**src/rtl/pmon_pkg.sv**
```systemverilog
package pmon_pkg;
   // register offsets of the count block
   localparam logic [7:0] OFS_STATUS    = 8'h58;
   localparam logic [7:0] OFS_FRAMING   = 8'h59;
   localparam logic [7:0] OFS_FLB_LOW   = 8'h5A;
   localparam logic [7:0] OFS_FLB_HIGH  = 8'h5B;
   localparam logic [7:0] OFS_BCE_LOW   = 8'h5C;
   localparam logic [7:0] OFS_BCE_HIGH  = 8'h5D;
   localparam logic [7:0] OFS_VIOL_LOW  = 8'h5E;
   localparam logic [7:0] OFS_VIOL_HIGH = 8'h5F;
   localparam logic [7:0] OFS_GLOBAL    = 8'h0D;
   // status register field positions
   localparam int BIT_IRQ_ENABLE = 2;
   localparam int BIT_TRANSFER   = 1;
   localparam int BIT_OVERRUN    = 0;
   // counter widths
   localparam int FRAMING_W = 7;
   localparam int FLB_W     = 10;
   localparam int BCE_W     = 10;
   localparam int VIOL_W    = 13;
   // latch delay: three recovered clock periods, under the 3.5 limit
   localparam int LATCH_CYCLES = 3;
   localparam logic [7:0] RESET_BYTE = 8'h00;
endpackage

```
**src/rtl/pmon_evt_if.sv**
```systemverilog
`timescale 1ns/100ps
interface pmon_evt_if;
   logic inc;    // qualified event pulse
   logic clear;  // restart the interval
   logic [15:0] count;
   modport src (output inc, output clear, input count);
   modport cnt (input inc, input clear, output count);
endinterface

```
**src/rtl/sat_counter.sv**
```systemverilog
`timescale 1ns/100ps
module sat_counter #(
   parameter int W = 10
) (
   input  wire logic mclk_in,
   input  wire logic rstn_in,
   pmon_evt_if.cnt   ev
);
   logic [W-1:0] cnt_reg;

   // clear restarts at one when an event coincides, so none is lost
   always_ff @(posedge mclk_in or negedge rstn_in) begin
      if (!rstn_in) begin
         cnt_reg <= '0;
      end else if (ev.clear) begin
         cnt_reg <= ev.inc ? W'(1) : '0;
      end else if (ev.inc && cnt_reg != {W{1'b1}}) begin
         cnt_reg <= cnt_reg + W'(1);
      end
   end

   assign ev.count = 16'(cnt_reg);

   a_sat_hold : assert property (@(posedge mclk_in) disable iff (!rstn_in)
      ($past(cnt_reg) == {W{1'b1}} && !$past(ev.clear)) |-> cnt_reg == {W{1'b1}})
      else $error("counter wrapped past maximum");
   a_clear_keep : assert property (@(posedge mclk_in) disable iff (!rstn_in)
      (ev.clear && ev.inc) |=> cnt_reg == W'(1))
      else $error("event lost at interval restart");
endmodule

```
**src/rtl/pmon_counters.sv**
```systemverilog
`timescale 1ns/100ps
////////////////////////////////////////////////////////////////////////////////
// Summary of operation
// - seven bit framing error tally, readable count of previous interval
// - framing errors ignored when E1 out of frame or T1 not in frame
// - T1 framing error pulse covers Fe, SF, Ft and T1DM F-bit errors
// - E1 counts errored alignment bits, or whole errored words on option
// - option counts zero in bit 2 of slot 0 of non-alignment frames
// - T1 shared ten bit count selects frame loss or alignment change
// - alignment change counted only when new alignment differs
// - E1 shared count takes far end block errors, ignored out of frame
// - shared count split low byte and two bits of high register
// - T1 bit error tally counts up to seven errors per frame
// - E1 counts CRC errors, ignored out of multiframe alignment
// - thirteen bit line code violation count, split low and high bytes
// - configuration bit can drop excessive zeros from violation count
// - write to one count address or global update latches and clears all
// - holding registers loaded within 3.5 recovered clock periods
// - count registers undefined until first latch after reset; here the holding registers reset to zero
// - latch sets transfer flag; latch while set sets overrun; read clears
module pmon_counters (
   input  wire logic       mclk_in,
   input  wire logic       rstn_in,
   input  wire logic       e1_mode_in,
   input  wire logic       frame_loss_flag_in,
   input  wire logic       in_frame_flag_in,
   input  wire logic       multiframe_loss_flag_in,
   input  wire logic       fas_bit_err_in,
   input  wire logic [1:0] fas_bit_err_cnt_in,
   input  wire logic       fas_word_err_in,
   input  wire logic       fas_word_select_in,
   input  wire logic       nfas_bit2_zero_in,
   input  wire logic       nfas_bit2_count_in,
   input  wire logic       t1_frame_bit_err_in,
   input  wire logic       count_alignment_change_select_in,
   input  wire logic       reframe_event_in,
   input  wire logic       alignment_change_event_in,
   input  wire logic       far_block_error_in,
   input  wire logic [2:0] t1_bit_err_cnt_in,
   input  wire logic       crc_err_in,
   input  wire logic       bipolar_violation_in,
   input  wire logic       excess_zero_in,
   input  wire logic       excess_zero_count_disable_in,
   input  wire logic [7:0] addr_in,
   input  wire logic [7:0] wdata_in,
   input  wire logic       wr_in,
   input  wire logic       rd_in,
   output logic      [7:0] rdata_out,
   output logic            transfer_irq_out
);
   ////////////////////////////////////////////////////////////////////////////
   localparam int FRAMING_W = pmon_pkg::FRAMING_W;
   localparam int FLB_W     = pmon_pkg::FLB_W;
   localparam int BCE_W     = pmon_pkg::BCE_W;
   localparam int VIOL_W    = pmon_pkg::VIOL_W;
   logic                 flb_inc_reg, viol_inc_reg;
   logic [2:0]           frame_amt_reg, bce_amt_reg;
   logic                 latch_pend_reg;
   logic [1:0]           latch_cnt_reg;
   logic                 latch_go;
   logic                 transfer_done_flag_reg;
   logic                 holding_overrun_flag_reg;
   logic                 transfer_interrupt_enable_reg;
   logic [FRAMING_W-1:0] framing_error_tally_reg;
   logic [BCE_W-1:0]     bit_crc_tally_reg;
   logic [FLB_W-1:0]     frame_loss_far_tally_reg;
   logic [VIOL_W-1:0]    line_code_violation_tally_reg;
   logic [FLB_W-1:0]     hold_flb_reg;
   logic [VIOL_W-1:0]    hold_viol_reg;
   logic [FRAMING_W-1:0] hold_frame_reg;
   logic [BCE_W-1:0]     hold_bce_reg;
   logic                 count_wr;

   pmon_evt_if flb_ev ();
   pmon_evt_if viol_ev ();

   ////////////////////////////////////////////////////////////////////////////
   // event qualification, one cycle of pipeline
   always_ff @(posedge mclk_in or negedge rstn_in) begin
      if (!rstn_in) begin
         frame_amt_reg <= 3'h0;
         flb_inc_reg   <= 1'b0;
         viol_inc_reg  <= 1'b0;
         bce_amt_reg   <= 3'h0;
      end else begin
         if (e1_mode_in) begin
            if (frame_loss_flag_in) begin
               frame_amt_reg <= 3'h0;
            end else begin
               frame_amt_reg <= (fas_word_select_in ? {2'h0, fas_word_err_in}
                                : {1'b0, fas_bit_err_cnt_in & {2{fas_bit_err_in}}})
                                + {2'h0, nfas_bit2_count_in & nfas_bit2_zero_in};
            end
            flb_inc_reg <= far_block_error_in & ~frame_loss_flag_in;
            bce_amt_reg <= {2'h0, crc_err_in & ~multiframe_loss_flag_in};
         end else begin
            frame_amt_reg <= {2'h0, t1_frame_bit_err_in & in_frame_flag_in};
            flb_inc_reg <= count_alignment_change_select_in ?
                           alignment_change_event_in : reframe_event_in;
            bce_amt_reg <= t1_bit_err_cnt_in;
         end
         viol_inc_reg <= bipolar_violation_in |
                         (excess_zero_in & ~excess_zero_count_disable_in);
      end
   end

   ////////////////////////////////////////////////////////////////////////////
   // multi-step counters, saturating
   always_ff @(posedge mclk_in or negedge rstn_in) begin
      if (!rstn_in) begin
         framing_error_tally_reg <= '0;
         bit_crc_tally_reg       <= '0;
      end else if (latch_go) begin
         framing_error_tally_reg <= FRAMING_W'(frame_amt_reg);
         bit_crc_tally_reg       <= BCE_W'(bce_amt_reg);
      end else begin
         framing_error_tally_reg <= sat_add_frame(framing_error_tally_reg, frame_amt_reg);
         bit_crc_tally_reg       <= sat_add_bce(bit_crc_tally_reg, bce_amt_reg);
      end
   end

   function automatic logic [FRAMING_W-1:0] sat_add_frame(input logic [FRAMING_W-1:0] a,
                                                          input logic [2:0]           b);
      logic [FRAMING_W:0] s;
      s = {1'b0, a} + (FRAMING_W+1)'(b);
      return s[FRAMING_W] ? {FRAMING_W{1'b1}} : s[FRAMING_W-1:0];
   endfunction

   function automatic logic [BCE_W-1:0] sat_add_bce(input logic [BCE_W-1:0] a,
                                                    input logic [2:0] b);
      logic [BCE_W:0] s;
      s = {1'b0, a} + (BCE_W+1)'(b);
      return s[BCE_W] ? {BCE_W{1'b1}} : s[BCE_W-1:0];
   endfunction

   // single-step counters through the shared counter module
   assign flb_ev.inc   = flb_inc_reg;
   assign flb_ev.clear = latch_go;
   assign viol_ev.inc   = viol_inc_reg;
   assign viol_ev.clear = latch_go;

   sat_counter #(.W(FLB_W)) u_flb (
      .mclk_in (mclk_in),
      .rstn_in (rstn_in),
      .ev      (flb_ev.cnt)
   );
   sat_counter #(.W(VIOL_W)) u_viol (
      .mclk_in (mclk_in),
      .rstn_in (rstn_in),
      .ev      (viol_ev.cnt)
   );
   assign frame_loss_far_tally_reg      = flb_ev.count[FLB_W-1:0];
   assign line_code_violation_tally_reg = viol_ev.count[VIOL_W-1:0];

   ////////////////////////////////////////////////////////////////////////////
   // latch request: any write to a count address or the global update
   assign count_wr = wr_in && ((addr_in >= pmon_pkg::OFS_FRAMING
                                && addr_in <= pmon_pkg::OFS_VIOL_HIGH)
                     || addr_in == pmon_pkg::OFS_GLOBAL);

   always_ff @(posedge mclk_in or negedge rstn_in) begin
      if (!rstn_in) begin
         latch_pend_reg <= 1'b0;
         latch_cnt_reg  <= 2'h0;
      end else if (count_wr && !latch_pend_reg) begin
         latch_pend_reg <= 1'b1;
         latch_cnt_reg  <= 2'(pmon_pkg::LATCH_CYCLES - 1);
      end else if (latch_pend_reg) begin
         if (latch_cnt_reg == 2'h0) begin
            latch_pend_reg <= 1'b0;
         end else begin
            latch_cnt_reg <= latch_cnt_reg - 2'h1;
         end
      end
   end
   assign latch_go = latch_pend_reg && latch_cnt_reg == 2'h0;

   // holding registers, loaded in the same cycle the counters restart
   always_ff @(posedge mclk_in or negedge rstn_in) begin
      if (!rstn_in) begin
         hold_frame_reg <= '0;
         hold_flb_reg   <= '0;
         hold_bce_reg   <= '0;
         hold_viol_reg  <= '0;
      end else if (latch_go) begin
         hold_frame_reg <= framing_error_tally_reg;
         hold_flb_reg   <= frame_loss_far_tally_reg;
         hold_bce_reg   <= bit_crc_tally_reg;
         hold_viol_reg  <= line_code_violation_tally_reg;
      end
   end

   ////////////////////////////////////////////////////////////////////////////
   // status flags: a latch wins over the clearing read
   always_ff @(posedge mclk_in or negedge rstn_in) begin
      if (!rstn_in) begin
         transfer_done_flag_reg   <= 1'b0;
         holding_overrun_flag_reg <= 1'b0;
      end else begin
         if (latch_go) begin
            transfer_done_flag_reg <= 1'b1;
         end else if (rd_in && addr_in == pmon_pkg::OFS_STATUS) begin
            transfer_done_flag_reg <= 1'b0;
         end
         if (latch_go && transfer_done_flag_reg) begin
            holding_overrun_flag_reg <= 1'b1;
         end else if (rd_in && addr_in == pmon_pkg::OFS_STATUS) begin
            holding_overrun_flag_reg <= 1'b0;
         end
      end
   end

   // interrupt enable, written through the status address
   always_ff @(posedge mclk_in or negedge rstn_in) begin
      if (!rstn_in) begin
         transfer_interrupt_enable_reg <= 1'b0;
      end else if (wr_in && addr_in == pmon_pkg::OFS_STATUS) begin
         transfer_interrupt_enable_reg <= wdata_in[pmon_pkg::BIT_IRQ_ENABLE];
      end
   end

   always_ff @(posedge mclk_in or negedge rstn_in) begin
      if (!rstn_in) begin
         transfer_irq_out <= 1'b0;
      end else begin
         transfer_irq_out <= transfer_interrupt_enable_reg && transfer_done_flag_reg;
      end
   end

   ////////////////////////////////////////////////////////////////////////////
   // registered read data, one cycle after the read strobe
   always_ff @(posedge mclk_in or negedge rstn_in) begin
      if (!rstn_in) begin
         rdata_out <= pmon_pkg::RESET_BYTE;
      end else if (rd_in) begin
         unique case (addr_in)
            pmon_pkg::OFS_STATUS:   rdata_out <= {5'h00, transfer_interrupt_enable_reg,
                                               transfer_done_flag_reg,
                                               holding_overrun_flag_reg};
            pmon_pkg::OFS_FRAMING:  rdata_out <= {1'b0, hold_frame_reg};
            pmon_pkg::OFS_FLB_LOW:  rdata_out <= hold_flb_reg[7:0];
            pmon_pkg::OFS_FLB_HIGH: rdata_out <= {6'h00, hold_flb_reg[9:8]};
            pmon_pkg::OFS_BCE_LOW:  rdata_out <= hold_bce_reg[7:0];
            pmon_pkg::OFS_BCE_HIGH: rdata_out <= {6'h00, hold_bce_reg[9:8]};
            pmon_pkg::OFS_VIOL_LOW:  rdata_out <= hold_viol_reg[7:0];
            pmon_pkg::OFS_VIOL_HIGH: rdata_out <= {3'h0, hold_viol_reg[12:8]};
            default:                rdata_out <= pmon_pkg::RESET_BYTE;
         endcase
      end
   end

   ////////////////////////////////////////////////////////////////////////////
   // write sampled at edge n, latch strobe sampled at edge n+3
   a_latch_delay : assert property (@(posedge mclk_in) disable iff (!rstn_in)
      (count_wr && !latch_pend_reg) |-> ##3 latch_go)
      else $error("latch not taken within the allowed delay");
   a_transfer_set : assert property (@(posedge mclk_in) disable iff (!rstn_in)
      latch_go |=> transfer_done_flag_reg)
      else $error("transfer flag not set by latch");
   a_overrun_set : assert property (@(posedge mclk_in) disable iff (!rstn_in)
      (latch_go && transfer_done_flag_reg) |=> holding_overrun_flag_reg)
      else $error("overrun not flagged");
   a_framing_inhibit : assert property (@(posedge mclk_in) disable iff (!rstn_in)
      (e1_mode_in && frame_loss_flag_in) |=> frame_amt_reg == 3'h0)
      else $error("framing error counted out of frame");
   a_t1_inhibit : assert property (@(posedge mclk_in) disable iff (!rstn_in)
      (!e1_mode_in && !in_frame_flag_in) |=> frame_amt_reg == 3'h0)
      else $error("T1 framing error counted while not in frame");
   a_crc_inhibit : assert property (@(posedge mclk_in) disable iff (!rstn_in)
      (e1_mode_in && multiframe_loss_flag_in) |=> bce_amt_reg == 3'h0)
      else $error("CRC error counted out of multiframe");
   a_far_inhibit : assert property (@(posedge mclk_in) disable iff (!rstn_in)
      (e1_mode_in && frame_loss_flag_in) |=> !flb_inc_reg)
      else $error("far end block error counted out of frame");
   a_exz_drop : assert property (@(posedge mclk_in) disable iff (!rstn_in)
      (excess_zero_count_disable_in && !bipolar_violation_in) |=> !viol_inc_reg)
      else $error("excess zeros counted while disabled");
   a_hold_load : assert property (@(posedge mclk_in) disable iff (!rstn_in)
      latch_go |=> hold_frame_reg == $past(framing_error_tally_reg))
      else $error("holding register missed the count");
endmodule

```
**config.mk**
```make
export PLATFORM = sky130hd
export DESIGN_NAME = pmon_counters
export DESIGN_NICKNAME = d
export VERILOG_FILES = /design/src/rtl/pmon_pkg.sv /design/src/rtl/pmon_evt_if.sv /design/src/rtl/sat_counter.sv /design/src/rtl/pmon_counters.sv
export SDC_FILE = /design/constraint.sdc
export NUM_CORES = 1
export LEC_CHECK = 0
export ABC_AREA = 1
export BUFFER_PORTS_ARGS = -buffer_cell sky130_fd_sc_hd__buf_2
export CAP_MARGIN = 30
export CORE_MARGIN = 2
export CORE_UTILIZATION = 59
export DETAILED_ROUTE_END_ITERATION = 10
export PLACE_DENSITY_LB_ADDON = 0.05
export SETUP_SLACK_MARGIN = 0.1
export SLEW_MARGIN = 5
export SYNTH_ARGS = -nofsm -noshare
export SYNTH_HDL_FRONTEND = slang
export SYNTH_SLANG_ARGS = --single-unit
```
**constraint.sdc**
```tcl
create_clock -name mclk_in -period 2.35 [get_ports mclk_in]
set_clock_uncertainty 0.1 [all_clocks]
set_input_delay 0 -clock mclk_in [delete_from_list [all_inputs] [get_ports mclk_in]]
set_output_delay 0 -clock mclk_in [all_outputs]
set_load 0.03 [all_outputs]
```
Yosys cells after proc, flatten, opt, wreduce, memory -nomap -nowiden
Cells that the tools add are included.

storage, ports and cells
  register bits after elaboration = 103
  input port bits = 43
  output and inout bits = 9
  logic and storage cells = 94

operators by class
  $add $sub $neg = 6
  magnitude comparators = 2
  eq/ne operators = 12
  multiplexer cells = 26
  bitwise gates (word level) = 10
  reduce and logical (&&, ||, !) cells = 19

operators with widths
  cell                     number
  $eq A8 B7 Y1 const B     8
  $pmux W8 S8              1
  $mux W10                 4
  $mux W13                 2
  $mux W7                  2
  $add A13 B1 Y13 const B  1
  $ne A13 B13 Y1 const B   1
  $add A10 B3 Y11          1
  $add A10 B1 Y10 const B  1
  $logic_and A1 B1 Y1      10
  $mux W1                  10
  $ne A10 B10 Y1 const B   1
  $reduce_bool A2 Y1       5
  $mux W3                  3
  $add A7 B3 Y8            1
  $eq A8 B4 Y1 const B     1
  $ge A8 B7 Y1 const B     1
  $le A8 B7 Y1 const B     1
  $mux W2                  4
  $and A1 B1 Y1            5
  $add A2 B1 Y3            1
  $not A1 Y1               3
  $and A2 B2 Y2            1
  $logic_not A2 Y1         1
  other kinds (6)          6

Logic depth before layout (Yosys ltp)
Gate-level depths: netlist (run 1).

  depth after elaboration = 7
  gate-level depth with buffers = 12
  gate-level depth less buffers = 12

Cells and area by module
Synthesis (run 1) repeated with hierarchy kept, for this count alone.

second synthesis, totals
  cell total of the unflattened synthesis = 743
  area, all modules = 5585.4 um2

modules (own cells, without submodules)
  module                times used  cells each  area each (um2)  seq. area each (um2)
  pmon_counters         1           507         3951.3           2001.9
  sat_counter (u_viol)  1           135         912.1            325.3
  sat_counter (u_flb)   1           101         721.9            250.2

Worst setup path after synthesis (run 1)
Ideal clock, no wire load.

  kind = flip-flop to flip-flop
  start point = reg bce_amt_reg[0]
  end point = reg bit_crc_tally_reg[7]
  setup time = 0.063 ns
  data arrival time = 1.587 ns
  data required time = 2.187 ns
  path slack = 0.599 ns
  cell stages (with the launch flop) = 11
  buffers on the path = 0
  period minus slack after synthesis = 1.751 ns
  path through = dfrtp_1 -> ha_1 -> inv_1 -> fa_1 -> inv_1 -> nand2_1 -> nand2_1 -> nand4_1 -> nand3_1 -> nand2_1 -> inv_1

between the ends
  longest elaborated chain between the ends = 3

ends and longest elaborated chain
  item                    RTL line              RTL
  start, declared         pmon_counters.sv:57   logic [2:0] frame_amt_reg, bce_amt_reg;
  start signal, assigned  pmon_counters.sv:95   bce_amt_reg <= {2'h0, crc_err_in & ~multiframe_loss_flag_in};
  start signal, assigned  pmon_counters.sv:100  bce_amt_reg <= t1_bit_err_cnt_in;
  $add A10 B3 Y11         pmon_counters.sv:132  s = {1'b0, a} + (BCE_W+1)'(b);
  $mux W10                pmon_counters.sv:133  return s[BCE_W] ? {BCE_W{1'b1}} : s[BCE_W-1:0];
  $mux W10                pmon_counters.sv:113  end else if (latch_go) begin
  end signal, assigned    pmon_counters.sv:115  bit_crc_tally_reg <= BCE_W'(bce_amt_reg);
  end signal, assigned    pmon_counters.sv:118  bit_crc_tally_reg <= sat_add_bce(bit_crc_tally_reg, bce_amt_reg);
  end, declared           pmon_counters.sv:65   logic [BCE_W-1:0] bit_crc_tally_reg;

No other way between the ends.
A chain may end at the register's enable or synchronous reset.

Final worst setup path (run 1)
  start point = in addr_in[6]
  end point = reg latch_cnt_reg[0]

between the ends
  longest elaborated chain between the ends = 7
  elaborated cells on any way between the ends = 11
  those cells by class = order compare: 2; eq/ne: 2; mux: 1; reduce/logical: 6

ends and longest elaborated chain
  item                                                                 RTL line                                    RTL
  start, declared                                                      pmon_counters.sv:44                         input wire logic [7:0] addr_in,
  $ge A8 B7 Y1 / $le A8 B7 Y1 (equally long branches)                  pmon_counters.sv:157, pmon_counters.sv:158
  $logic_and A1 B1 Y1                                                  pmon_counters.sv:158                        && addr_in <= pmon_pkg::OFS_VIOL_HIGH)
  $logic_or A1 B1 Y1 *                                                 pmon_counters.sv:159                        || addr_in == pmon_pkg::OFS_GLOBAL);
  $logic_and A1 B1 Y1 *                                                pmon_counters.sv:157                        assign count_wr = wr_in && ((addr_in >= pmon_pkg::OFS_FRAMING
  $logic_and A1 B1 Y1 *                                                pmon_counters.sv:165                        end else if (count_wr && !latch_pend_reg) begin
  $ne A2 B2 Y1 (no line) / $reduce_bool A2 Y1 (equally long branches)  -
  $reduce_and A2 Y1 (no line)                                          -
  end signal, assigned                                                 pmon_counters.sv:167                        latch_cnt_reg <= 2'(pmon_pkg::LATCH_CYCLES - 1);
  end signal, assigned                                                 pmon_counters.sv:172                        latch_cnt_reg <= latch_cnt_reg - 2'h1;
  end, declared                                                        pmon_counters.sv:59                         logic [1:0] latch_cnt_reg;

Mark *: on every way between the ends. The rest lies on a longest branch, timed or not.

==> results of run 1 <==
final cells by class:
type	count	area, µm²
Timing Repair Buffer	75	543.0
Tap cell	108	135.1
Fill cell	737	2670
Sequential cell	103	2577
Clock inverter	5	35.03
Multi-Input combinational cell	483	2322
Clock buffer	10	137.6
Inverter	80	300.3
per-stage QoR:
step / utilization, % / instance area [µm²]
after floorplan: - / 5291
after global placement: 64.53 / 5628
after detailed placement: 64.53 / 5628
after CTS: 69.04 / 6021
after global routing: 69.38 / 6051
final: 69.38 / 6051
tightest hold or removal path, cell delays in order:
cell and delay, ps:
sky130_fd_sc_hd__buf_2 100, sky130_fd_sc_hd__nand2_1 60, sky130_fd_sc_hd__nor2_1 40, sky130_fd_sc_hd__ha_1 180, sky130_fd_sc_hd__inv_1 50, sky130_fd_sc_hd__nor2_1 40
power by group through the flow:
stage               sequential [mW]  combinational (mW)  clock, mW
floorplan                      2.42               0.834          0
global placement               2.51                1.04          0
detailed placement             2.52                1.09          0
CTS                            2.49                1.13       1.04
global route                   2.55                1.33       1.11
finish                         2.50                1.12       1.00
per-layer routing:
layer	vias to the layer above	share of wire (%)	GRT usage (%)
met5	-	0	0
met1	2116	47	36.64
met3	17	5.8	5.106
li1	2331	-	-
met4	0	1.3	7.692
met2	145	45	39.87
synthesized netlist by cell type, drive strengths merged:
master and count:
nand3b 2, a31oi 5, nor2 69, ha 11, o21bai 1, nand3 80
dfrtp 103, o21ai 69, xnor2 1, a21oi 8, inv 78, or2 1
buf 8, fa 2, clkbuf 12, xor2 10, nand4 11, nand2 204
clkinv 2, nor3 4, o22ai 3, mux2 1, o31ai 1
worst max-delay path by stage:
stage,from,end,slack (ps)
after floorplan,bce_amt_reg[0],bit_crc_tally_reg[7],600
after global placement,bce_amt_reg[0],bit_crc_tally_reg[7],370
after detailed placement,bce_amt_reg[0],bit_crc_tally_reg[9],370
after CTS,bce_amt_reg[0],bit_crc_tally_reg[9],340
after global routing,bit_crc_tally_reg[0],bit_crc_tally_reg[8],220
final,addr_in[6],latch_cnt_reg[0],290
kinds of logic after synthesis:
| family | count (synthesis) | synth area share, % |
|---|---|---|
| buf+inv | 100 | 7.448 |
| simple gates | 371 | 29.94 |
| xor+xnor | 11 | 1.821 |
| fa+ha+maj | 13 | 3.358 |
| compound gates | 87 | 8.513 |
| mux | 1 | 0.2128 |
| flops | 103 | 48.71 |
timing repair:
action                     CTS  global route
setup endpoints to repair    0             4
buffers inserted             0             2
hold buffers                22             0
hold endpoints to repair   123             0
==> results.rst, run 1 <==
.. list-table::
   :header-rows: 1

   * - Metric
     - Value
   * - Sequential share of power
     - 54.0%
   * - Gr ovfl total
     - 0
   * - Area share of the largest cell type after synthesis
     - 48.71%
   * - Kind of start point of the critical path
     - primary input
   * - DR vias
     - 4609
   * - Worst-case register-to-register setup slack
     - approximately 430 ps
   * - Synth cell types
     - 30
   * - CP Cell Sequence
     - dlygate4sd3_1 > buf_2 > o21ai_0 > dlygate4sd3_1 > nand3_1 > dlygate4sd3_1 > nand2_1 > o21ai_0
   * - Logic depth of the worst path, buffers included
     - 8
   * - Number of sinks on the clock net
     - 103
   * - Proportion of total power due to net switching
     - 34.76%
   * - Maximum frequency from static timing analysis
     - 0.4858 GHz
   * - CP max stage delay
     - approximately 600 ps
   * - Post-route non-filler standard cell count
     - 864
   * - Number of cells produced by synthesis
     - 686
   * - Post-layout min period
     - 2059 ps
   * - TritonCTS clock tree
     - yes
   * - Post-Syn Area
     - 5291 µm²
   * - Cell at the slowest stage of the critical path
     - sky130_fd_sc_hd__dlygate4sd3_1
   * - End point of the most critical hold path
     - frame_amt_reg[2]
   * - Maximum net fanout on the critical path
     - 3
   * - Sw Pwr
     - ~1.6 mW
   * - Part of the total power dissipated in combinational logic
     - 24.3%
   * - Worst slew margin
     - about three fifths
   * - Largest cells by area after synthesis
     - sky130_fd_sc_hd__dfrtp_1 (49%), sky130_fd_sc_hd__nand2_1 (14%), sky130_fd_sc_hd__nand3_1 (7.6%), sky130_fd_sc_hd__o21ai_0 (6.5%), sky130_fd_sc_hd__inv_1 (5.5%)
   * - Die X
     - roughly 99 µm
   * - # DRC
     - 0
   * - Biggest area consumer among synthesized cells
     - sky130_fd_sc_hd__dfrtp_1
   * - Buffers & Inverters on Critical Path
     - 4
   * - Dpl hpwl
     - 7954 µm
   * - Share of the yosys chip area belonging to registers
     - 48.71%
   * - First-pass GRT wire length
     - ~20000 µm
   * - Layout Area Growth over Synthesis
     - 14.35%
   * - Final setup viols
     - 0
   * - Clock edge transition at the registers on the reported setup and hold paths
     - ~100 ps
   * - Max H-tree Level
     - 3
   * - Die Outline Area
     - 9742 µm²
   * - Number of slew-limit violations in the final report
     - 0
   * - Worst endpoint required time
     - 2510 ps
   * - Final GP Congestion
     - 0.8960
   * - Number of DRC markers after the initial detailed-route iteration
     - 355
   * - Synthesized area per cell
     - 7.713 µm²
   * - 1st-pass router iterations
     - 5
   * - Sum of negative setup slack
     - 0 ps
   * - Number of gates given a new drive strength after cts
     - 0
   * - Setup repair after global routing missed its margin
     - false
   * - Layout Nets
     - 808
   * - Hold Path Origin
     - fas_bit_err_cnt_in[1]
   * - Cell count of the worst reg-to-reg path
     - 9
   * - Via count of the first global-routing pass
     - 4375
   * - Int Power
     - 3.017 mW
   * - Net count after synthesis
     - 742
   * - Number of CTS-inserted buffers
     - 9
   * - Vertical die dimension
     - 98.70 µm
   * - FF+latch count, synth
     - 103
   * - Top library cells by usage in the layout, fill and taps aside
     - sky130_fd_sc_hd__nand2_1 (201), sky130_fd_sc_hd__dfrtp_1 (103), sky130_fd_sc_hd__nand3_1 (80)
   * - Pin count of the biggest net entering global routing
     - 87
   * - Leak pwr
     - 3.086 nW
   * - Most numerous cell on the critical path
     - sky130_fd_sc_hd__dlygate4sd3_1
   * - Port-buffer cells
     - 44
   * - Cell row count
     - 34
   * - Maximum VDD drop
     - around 0.51 mV
   * - Ratio of cells with drive above 1 in the final layout
     - 10.58%
   * - Share of the clock period used by the worst path
     - 87.60%
   * - Slew of the pin with the lowest slew margin
     - 627.4 ps
   * - Area inside the core boundary
     - slightly below 9000 µm²
   * - Fraction of power consumed by the clock network
     - 21.7%
   * - Arrival time worst endpoint
     - approximately 2200 ps
   * - Crit path setup slack, layout
     - a little under 300 ps
   * - Run status
     - finished, final reports clean
   * - Drt via density
     - 5.334
   * - Antenna Nets Post-Route
     - 0
   * - Worst hold path class
     - primary input to flop
   * - Minimum setup slack after placement
     - 365.3 ps
   * - Inst Count DP
     - about 820
   * - Commonest non-fill, non-tap cell in the layout
     - sky130_fd_sc_hd__nand2_1
   * - Critical register-to-register path endpoint
     - u_flb.cnt_reg[7]
   * - Final hold violation count
     - 0
   * - Initial antenna violation count
     - 0
   * - Maximum clock insertion buffer count
     - 2
   * - Depth of the worst hold-timing path
     - 6
   * - Largest delay share family, worst path
     - buffers and inverters
   * - Start-to-end type of the worst setup path
     - primary input to flop
   * - Count of boundary I/O pins
     - 52
   * - Power per unit of standard cell area
     - 764.3 nW/µm²
   * - Routed length per placed instance
     - ~13 µm
   * - Initial standard-cell utilization of the core
     - 60.67%
   * - Worst hold slack across all endpoints
     - approximately 24 ps
   * - GRT Util Overall
     - 25.55%
   * - Root buffer selected by CTS
     - sky130_fd_sc_hd__clkbuf_8
   * - Worst Setup End Kind
     - flop
   * - Total power
     - roughly 4.6 mW
   * - Detailed-route wire length
     - between 10000 and 15000 µm
   * - Number of warnings issued by yosys
     - 0
   * - Worst R2R Start
     - u_flb.cnt_reg[0]
   * - Number of max-cap violations
     - 0
   * - Number of diodes
     - 0
   * - Clock latency reported for the late side of the worst-skew pair
     - 370 ps
No activity file was read; power rests on OpenSTA's default activity.
==> inputs of run 2 (changes only) <==
ABC_AREA = not set   (was 1)
BUFFER_PORTS_ARGS = not set   (was -buffer_cell sky130_fd_sc_hd__buf_2)
CORE_UTILIZATION = 63   (was 59)
DONT_BUFFER_PORTS = 1   (was not set)
==> results.rst, run 2 <==
.. list-table::
   :header-rows: 1

   * - Metric
     - Value
   * - Ratio of cells with drive above 1 in the final layout
     - 7.394% (was 10.58%)
   * - Layout Nets
     - 619 (was 808)
   * - Kind of start point of the critical path
     - primary input (unchanged)
   * - Share of the clock period used by the worst path
     - 94.20% (was 87.60%)
   * - Count of boundary I/O pins
     - 52 (unchanged)
   * - Max H-tree Level
     - 3 (unchanged)
   * - Minimum setup slack after placement
     - 148.7 ps (was 365.3 ps)
   * - Number of warnings issued by yosys
     - 0 (unchanged)
   * - Post-Syn Area
     - 5090 µm² (was 5291 µm²)
   * - Most used flip-flop cell after synthesis
     - sky130_fd_sc_hd__dfrtp_1 (unchanged)
   * - Top library cells by usage in the layout, fill and taps aside
     - sky130_fd_sc_hd__nand2_1 (141), sky130_fd_sc_hd__dfrtp_1 (103), sky130_fd_sc_hd__dlygate4sd3_1 (34) (was sky130_fd_sc_hd__nand2_1 (201), sky130_fd_sc_hd__dfrtp_1 (103), sky130_fd_sc_hd__nand3_1 (80))
   * - Die X
     - 93.89 µm (was 98.70 µm)
   * - Critical register-to-register path endpoint
     - bit_crc_tally_reg[2] (was u_flb.cnt_reg[7])
   * - Cell row count
     - 32 (was 34)
   * - Placed standard-cell area
     - 5191 µm² (was 5628 µm²)
   * - Crit path setup slack, layout
     - 136.2 ps (was 291.5 ps)
   * - Start-to-end type of the worst setup path
     - primary input to flop (unchanged)
   * - Synthesized area per cell
     - 9.549 µm² (was 7.713 µm²)
   * - Port-buffer cells
     - 0 (was 44)
   * - Gr ovfl total
     - 0 (unchanged)
   * - Area inside the core boundary
     - 7767 µm² (was 8721 µm²)
   * - Run status
     - finished, violations left (was finished, final reports clean)
   * - Maximum frequency from static timing analysis
     - 0.4517 GHz (was 0.4858 GHz)
   * - Area share of the largest cell type after synthesis
     - 50.64% (was 48.71%)
   * - Setup Fix Bufs, Post-CTS
     - 0 (unchanged)
   * - Die Outline Area
     - 8814 µm² (was 9742 µm²)
   * - Drt via density
     - 5.979 (was 5.334)
   * - Final hold violation count
     - 103 (was 0)
   * - Worst Setup End Kind
     - flop (unchanged)
   * - Number of CTS-inserted buffers
     - 9 (unchanged)
   * - Synth cell types
     - 61 (was 30)
   * - # DRC
     - 0 (unchanged)
   * - Number of max-cap violations
     - 0 (unchanged)
   * - Area taken by flip-flops and latches
     - 2577 µm² (unchanged)
   * - Worst hold path class
     - primary input to async pin (was primary input to flop)
   * - Worst hold slack across all endpoints
     - -791.1 ps (was 24.47 ps)
   * - Clock edge transition at the registers on the reported setup and hold paths
     - 90 ps (was 100 ps)
   * - Net count after synthesis
     - 589 (was 742)
   * - Sum of negative setup slack
     - 0 ps (unchanged)
   * - FF+latch count, synth
     - 103 (unchanged)
   * - TritonCTS clock tree
     - yes (unchanged)
   * - Worst R2R Start
     - bce_amt_reg[0] (was u_flb.cnt_reg[0])
   * - Vertical die dimension
     - 93.89 µm (was 98.70 µm)
   * - Number of fill cells in the layout
     - 549 (was 737)
   * - GRT Util Overall
     - 28.05% (was 25.55%)
   * - Slew of the pin with the lowest slew margin
     - 725.2 ps (was 627.4 ps)
   * - Detailed-route wire length
     - 11460 µm (was 11400 µm)
   * - Number of sinks on the clock net
     - 103 (unchanged)
   * - Antenna Nets Post-Route
     - 0 (unchanged)
   * - Worst endpoint required time
     - 2520 ps (was 2510 ps)
   * - Dpl hpwl
     - 7074 µm (was 7954 µm)
   * - Maximum VDD drop
     - 0.6743 mV (was 0.5063 mV)
   * - Via count of the first global-routing pass
     - 3932 (was 4375)
   * - Share of the yosys chip area belonging to registers
     - 50.64% (was 48.71%)
   * - Layout Area Growth over Synthesis
     - 13.86% (was 14.35%)
   * - Final Instance Area
     - 5796 µm² (was 6051 µm²)
   * - Top cells by instance count after synthesis
     - sky130_fd_sc_hd__nand2_1 (142), sky130_fd_sc_hd__dfrtp_1 (103), sky130_fd_sc_hd__nor2_1 (28), sky130_fd_sc_hd__inv_1 (24), sky130_fd_sc_hd__o21ai_0 (23) (was sky130_fd_sc_hd__nand2_1 (202), sky130_fd_sc_hd__dfrtp_1 (103), sky130_fd_sc_hd__nand3_1 (80), sky130_fd_sc_hd__inv_1 (77), sky130_fd_sc_hd__o21ai_0 (69))
   * - First-pass GRT wire length
     - 18980 µm (was 20200 µm)
   * - Leak pwr
     - 2.761 nW (was 3.086 nW)
   * - Number of cells produced by synthesis
     - 533 (was 686)
   * - Routed length per placed instance
     - 17.10 µm (was 13.19 µm)
   * - Biggest area consumer among synthesized cells
     - sky130_fd_sc_hd__dfrtp_1 (unchanged)
   * - Setup repair after global routing missed its margin
     - false (unchanged)
   * - Arrival time worst endpoint
     - 2380 ps (was 2220 ps)
   * - Worst-case register-to-register setup slack
     - 260 ps (was 430 ps)
   * - Failing checks
     - hold timing
   * - 1st-pass router iterations
     - 5 (unchanged)
   * - Commonest non-fill, non-tap cell in the layout
     - sky130_fd_sc_hd__nand2_1 (unchanged)
   * - Maximum clock insertion buffer count
     - 2 (unchanged)
   * - Root buffer selected by CTS
     - sky130_fd_sc_hd__clkbuf_8 (unchanged)
   * - Number of slew-limit violations in the final report
     - 0 (unchanged)
   * - Area of the multi-input gates
     - 2349 µm² (was 2322 µm²)
   * - Start point of the critical path
     - addr_in[4] (was addr_in[6])
   * - Setup crit end
     - holding_overrun_flag_reg (was latch_cnt_reg[0])
   * - Worst slew margin
     - 51.66% (was 58.02%)
   * - Largest cells by area after synthesis
     - sky130_fd_sc_hd__dfrtp_1 (51%), sky130_fd_sc_hd__nand2_1 (10%), sky130_fd_sc_hd__mux2i_1 (3.1%), sky130_fd_sc_hd__ha_1 (2.7%), sky130_fd_sc_hd__o21ai_0 (2.3%) (was sky130_fd_sc_hd__dfrtp_1 (49%), sky130_fd_sc_hd__nand2_1 (14%), sky130_fd_sc_hd__nand3_1 (7.6%), sky130_fd_sc_hd__o21ai_0 (6.5%), sky130_fd_sc_hd__inv_1 (5.5%))
   * - Async set-reset flop share out of synthesis
     - 100.0% (unchanged)
   * - Number of DRC markers after the initial detailed-route iteration
     - 238 (was 355)
   * - Most used standard cell by instance count after synthesis
     - sky130_fd_sc_hd__nand2_1 (unchanged)
   * - Initial antenna violation count
     - 0 (unchanged)
   * - Initial standard-cell utilization of the core
     - 65.53% (was 60.67%)
   * - Power per unit of standard cell area
     - 867.9 nW/µm² (was 764.3 nW/µm²)
   * - Final GP Congestion
     - 0.8629 (was 0.8960)
   * - Clock latency reported for the late side of the worst-skew pair
     - 370 ps (about the same)
   * - Pin count of the biggest net entering global routing
     - 104 (was 87)
   * - Post-synth EDFFs
     - 0 (unchanged)
   * - Post-layout min period
     - 2214 ps (was 2059 ps)
   * - Final setup viols
     - 0 (unchanged)
   * - Maximum net fanout on the critical path
     - 3 (unchanged)
   * - DR vias
     - 4006 (was 4609)
   * - Number of diodes
     - 0 (unchanged)
   * - Cell count of the worst reg-to-reg path
     - 7 (was 9)
run 2: stage by stage:
stage	util, %	power [mW]	instances
after CTS	74.32	5.013	669
after global routing	74.61	5.350	670
after global placement	66.83	3.595	619
final	74.61	5.030	670
after detailed placement	66.83	3.674	619
after floorplan	-	3.361	533
run 2: worst min path at each step:
stage,depth (start not counted),to
after floorplan,0,bce_amt_reg[0]
after global placement,0,framing_error_tally_reg[5]
after detailed placement,0,hold_frame_reg[5]
after CTS,0,rdata_out[7]
after global routing,0,framing_error_tally_reg[4]
final,0,framing_error_tally_reg[4]
run 2: cells by family after synthesis:
group | count (synthesis) | share of synthesized area (%)
adder cells (fa/ha/maj) | 13 | 3.491
flip-flops | 103 | 50.64
AND/OR/NAND/NOR | 247 | 23.01
multiplexers | 21 | 5.138
AO/OA/AOI/OAI | 96 | 13.03
buffers and inverters | 46 | 3.491
XOR/XNOR | 7 | 1.205
run 2: layout make-up:
class / instances / area share, %
Clock inverter: 4 / 1.317
Multi-Input combinational cell: 384 / 40.52
Tap cell: 102 / 2.202
Timing Repair Buffer: 41 / 7.081
Sequential cell: 103 / 44.47
Clock buffer: 12 / 2.850
Inverter: 24 / 1.554
run 2: power by group:
group	leakage, nW	switching [mW]	total (mW)	internal (mW)
sequential	1.35	0.433	2.63	2.20
clock	0.119	0.595	1.28	0.689
combinational	1.29	0.585	1.12	0.532
run 2: per-layer routing:
layer  track usage (%)  vias to the layer above  wire [µm]
met5                 0                        -          0
met2             44.82                      136       5460
met4             8.696                        0        210
li1                  -                     1915          -
met3             6.581                       19        678
met1             38.37                     1936       5109
run 2: what timing repair did:
item,in CTS,in global routing
endpoints found under the setup margin,0,8
hold endpoints to repair,125,104
hold buffers,34,2
gates resized for setup,0,4
run 2: critical path, stage by stage:
cell and delay [ps]:
sky130_fd_sc_hd__dlygate4sd3_1 570, sky130_fd_sc_hd__nand2_1 100, sky130_fd_sc_hd__dlygate4sd3_1 600, sky130_fd_sc_hd__nor2_1 140
sky130_fd_sc_hd__dlygate4sd3_1 570, sky130_fd_sc_hd__nand4b_1 170, sky130_fd_sc_hd__a22o_1 230
==> inputs of run 3 (changes only) <==
CELL_PAD_IN_SITES_DETAIL_PLACEMENT = 1   (was not set)
CELL_PAD_IN_SITES_GLOBAL_PLACEMENT = 1   (was not set)
CORE_UTILIZATION = 49   (was 63)
==> results.rst, run 3 (synthesized netlist as in run 2, its figures left out) <==
.. list-table::
   :header-rows: 1

   * - Metric
     - Value
   * - Start-to-end type of the worst setup path
     - primary input to flop (unchanged)
   * - Setup repair after global routing missed its margin
     - false (unchanged)
   * - First-pass GRT wire length
     - 22050 µm (was 18980 µm)
   * - Worst Setup End Kind
     - flop (unchanged)
   * - Routed length per placed instance
     - 18.98 µm (was 17.10 µm)
   * - Count of boundary I/O pins
     - 52 (unchanged)
   * - Cell row count
     - 37 (was 32)
   * - Vertical die dimension
     - 105.9 µm (was 93.89 µm)
   * - Number of DRC markers after the initial detailed-route iteration
     - 172 (was 238)
   * - Ratio of cells with drive above 1 in the final layout
     - 7.244% (was 7.394%)
   * - Pin count of the biggest net entering global routing
     - 104 (unchanged)
   * - Layout Nets
     - 619 (unchanged)
   * - Post-layout min period
     - 2186 ps (was 2214 ps)
   * - Maximum net fanout on the critical path
     - 3 (unchanged)
   * - Worst slew margin
     - 54.62% (was 51.66%)
   * - Final setup viols
     - 0 (unchanged)
   * - Die X
     - 105.9 µm (was 93.89 µm)
   * - Area inside the core boundary
     - 10180 µm² (was 7767 µm²)
   * - Number of CTS-inserted buffers
     - 9 (unchanged)
   * - Root buffer selected by CTS
     - sky130_fd_sc_hd__clkbuf_8 (unchanged)
   * - Kind of start point of the critical path
     - primary input (unchanged)
   * - Number of max-cap violations
     - 0 (unchanged)
   * - Initial antenna violation count
     - 1 (was 0)
   * - Via count of the first global-routing pass
     - 4236 (was 3932)
   * - Worst hold path class
     - primary input to async pin (unchanged)
   * - Arrival time worst endpoint
     - 2360 ps (was 2380 ps)
   * - Initial standard-cell utilization of the core
     - 49.98% (was 65.53%)
   * - Share of the clock period used by the worst path
     - 93.03% (was 94.20%)
   * - Placed standard-cell area
     - 5234 µm² (was 5191 µm²)
   * - Commonest non-fill, non-tap cell in the layout
     - sky130_fd_sc_hd__nand2_1 (unchanged)
   * - Clock latency reported for the late side of the worst-skew pair
     - 390 ps (was 370 ps)
   * - Detailed-route wire length
     - 13340 µm (was 11460 µm)
   * - TritonCTS clock tree
     - yes (unchanged)
   * - Power per unit of standard cell area
     - 833.7 nW/µm² (was 867.9 nW/µm²)
   * - 1st-pass router iterations
     - 4 (was 5)
   * - Antenna Nets Post-Route
     - 0 (unchanged)
   * - # DRC
     - 0 (unchanged)
   * - GRT Util Overall
     - 25.45% (was 28.05%)
   * - Number of sinks on the clock net
     - 103 (unchanged)
   * - Number of fill cells in the layout
     - 1164 (was 549)
   * - Run status
     - finished, violations left (unchanged)
   * - Worst hold slack across all endpoints
     - -799.6 ps (was -791.1 ps)
   * - Failing checks
     - hold timing (unchanged)
   * - Dpl hpwl
     - 8292 µm (was 7074 µm)
   * - DR vias
     - 4065 (was 4006)
   * - Layout Area Growth over Synthesis
     - 13.15% (was 13.86%)
   * - Final GP Congestion
     - 0.8417 (was 0.8629)
   * - Port-buffer cells
     - 0 (unchanged)
   * - Final hold violation count
     - 103 (unchanged)
   * - Sum of negative setup slack
     - 0 ps (unchanged)
   * - Maximum clock insertion buffer count
     - 2 (unchanged)
   * - Max H-tree Level
     - 3 (unchanged)
   * - Top library cells by usage in the layout, fill and taps aside
     - sky130_fd_sc_hd__nand2_1 (140), sky130_fd_sc_hd__dfrtp_1 (103), sky130_fd_sc_hd__dlygate4sd3_1 (34) (was sky130_fd_sc_hd__nand2_1 (141), sky130_fd_sc_hd__dfrtp_1 (103), sky130_fd_sc_hd__dlygate4sd3_1 (34))
   * - Slew of the pin with the lowest slew margin
     - 678.4 ps (was 725.2 ps)
   * - Worst endpoint required time
     - 2520 ps (about the same)
   * - Final Instance Area
     - 5759 µm² (was 5796 µm²)
   * - Drt via density
     - 5.782 (was 5.979)
   * - Die Outline Area
     - 11220 µm² (was 8814 µm²)
   * - Maximum frequency from static timing analysis
     - 0.4574 GHz (was 0.4517 GHz)
   * - Number of slew-limit violations in the final report
     - 0 (unchanged)
   * - Gr ovfl total
     - 0 (unchanged)
   * - Leak pwr
     - 2.718 nW (was 2.761 nW)
   * - Clock edge transition at the registers on the reported setup and hold paths
     - 90 ps (about the same)
   * - Maximum VDD drop
     - 0.6358 mV (was 0.6743 mV)
-- run 3: changes by cell type in the layout (fill, tap and decap cells not counted), sizes merged --
cell	delta
clkinv	+1
buf	+1
dlymetal6s4s	-1
bufinv	-2
clkbuf	-1
diode	+1
-- run 3: cell type report --
| class | instances | area, µm² | area share [%] |
|---|---|---|---|
| clock inverters | 3 | 21.27 | 0.3693 |
| multi-input cells | 384 | 2351 | 40.82 |
| inverters | 24 | 90.09 | 1.564 |
| well taps | 136 | 170.2 | 2.955 |
| clock buffers | 11 | 141.4 | 2.455 |
| flip-flops and latches | 103 | 2577 | 44.75 |
| diodes | 1 | 2.502 | 0.04345 |
| repair buffers | 41 | 405.4 | 7.039 |
-- run 3: worst paths after layout --
check                                  from  depth (start not counted)  slack [ps]                          to
setup / recovery                 addr_in[6]                          7         160      transfer_done_flag_reg
hold / removal                      rstn_in                          0        -800  framing_error_tally_reg[5]
setup reg to reg             bce_amt_reg[0]                          7         180        bit_crc_tally_reg[2]
hold reg to reg            hold_viol_reg[0]                          2         380            hold_viol_reg[0]
max in group asynchronous           rstn_in                          0        2790        bit_crc_tally_reg[5]
min in group mclk_in             addr_in[0]                          4          20                rdata_out[3]
-- run 3: power breakdown --
part / leakage, nW / total, mW / internal (mW) / switching, mW
clock network: 0.0813 / 1.00 / 0.403 / 0.601
registers: 1.35 / 2.64 / 2.20 / 0.446
logic: 1.28 / 1.16 / 0.549 / 0.606
total: 2.72 / 4.80 / 3.15 / 1.65
-- run 3: timing repair --
| action | CTS | global route |
|---|---|---|
| setup endpoints to repair | 0 | 8 |
| endpoints found under the hold margin | 125 | 105 |
| resized for setup | 0 | 4 |
| buffers inserted | 0 | 1 |
| hold buffers | 33 | 1 |
-- run 3: per-stage QoR --
stage / total power [mW] / setup slack, ps / instances / util, %
after floorplan: 3.361 / 309.5 / 533 / -
after global placement: 3.612 / 203.4 / 653 / 51.39
after detailed placement: 3.718 / 132.4 / 653 / 51.39
after CTS: 4.809 / 107.2 / 700 / 56.23
after global routing: 5.116 / 93.27 / 703 / 56.55
final: 4.801 / 163.9 / 703 / 56.55
-- run 3: metal layers --
metal	vias to the layer above	part of all wire [%]	GRT usage, %
li1	1916	-	-
met1	2074	46	34.20
met2	61	49	41.52
met3	14	3.4	6.009
met4	0	1.4	7.237
met5	-	0	0
-- run 3: worst max-delay path, stage by stage --
cell	delay (ps)
sky130_fd_sc_hd__dlygate4sd3_1	540
sky130_fd_sc_hd__nand2_1	90
sky130_fd_sc_hd__dlygate4sd3_1	610
sky130_fd_sc_hd__nor2_2	160
sky130_fd_sc_hd__dlygate4sd3_1	570
sky130_fd_sc_hd__nand4b_1	160
sky130_fd_sc_hd__a21o_1	230
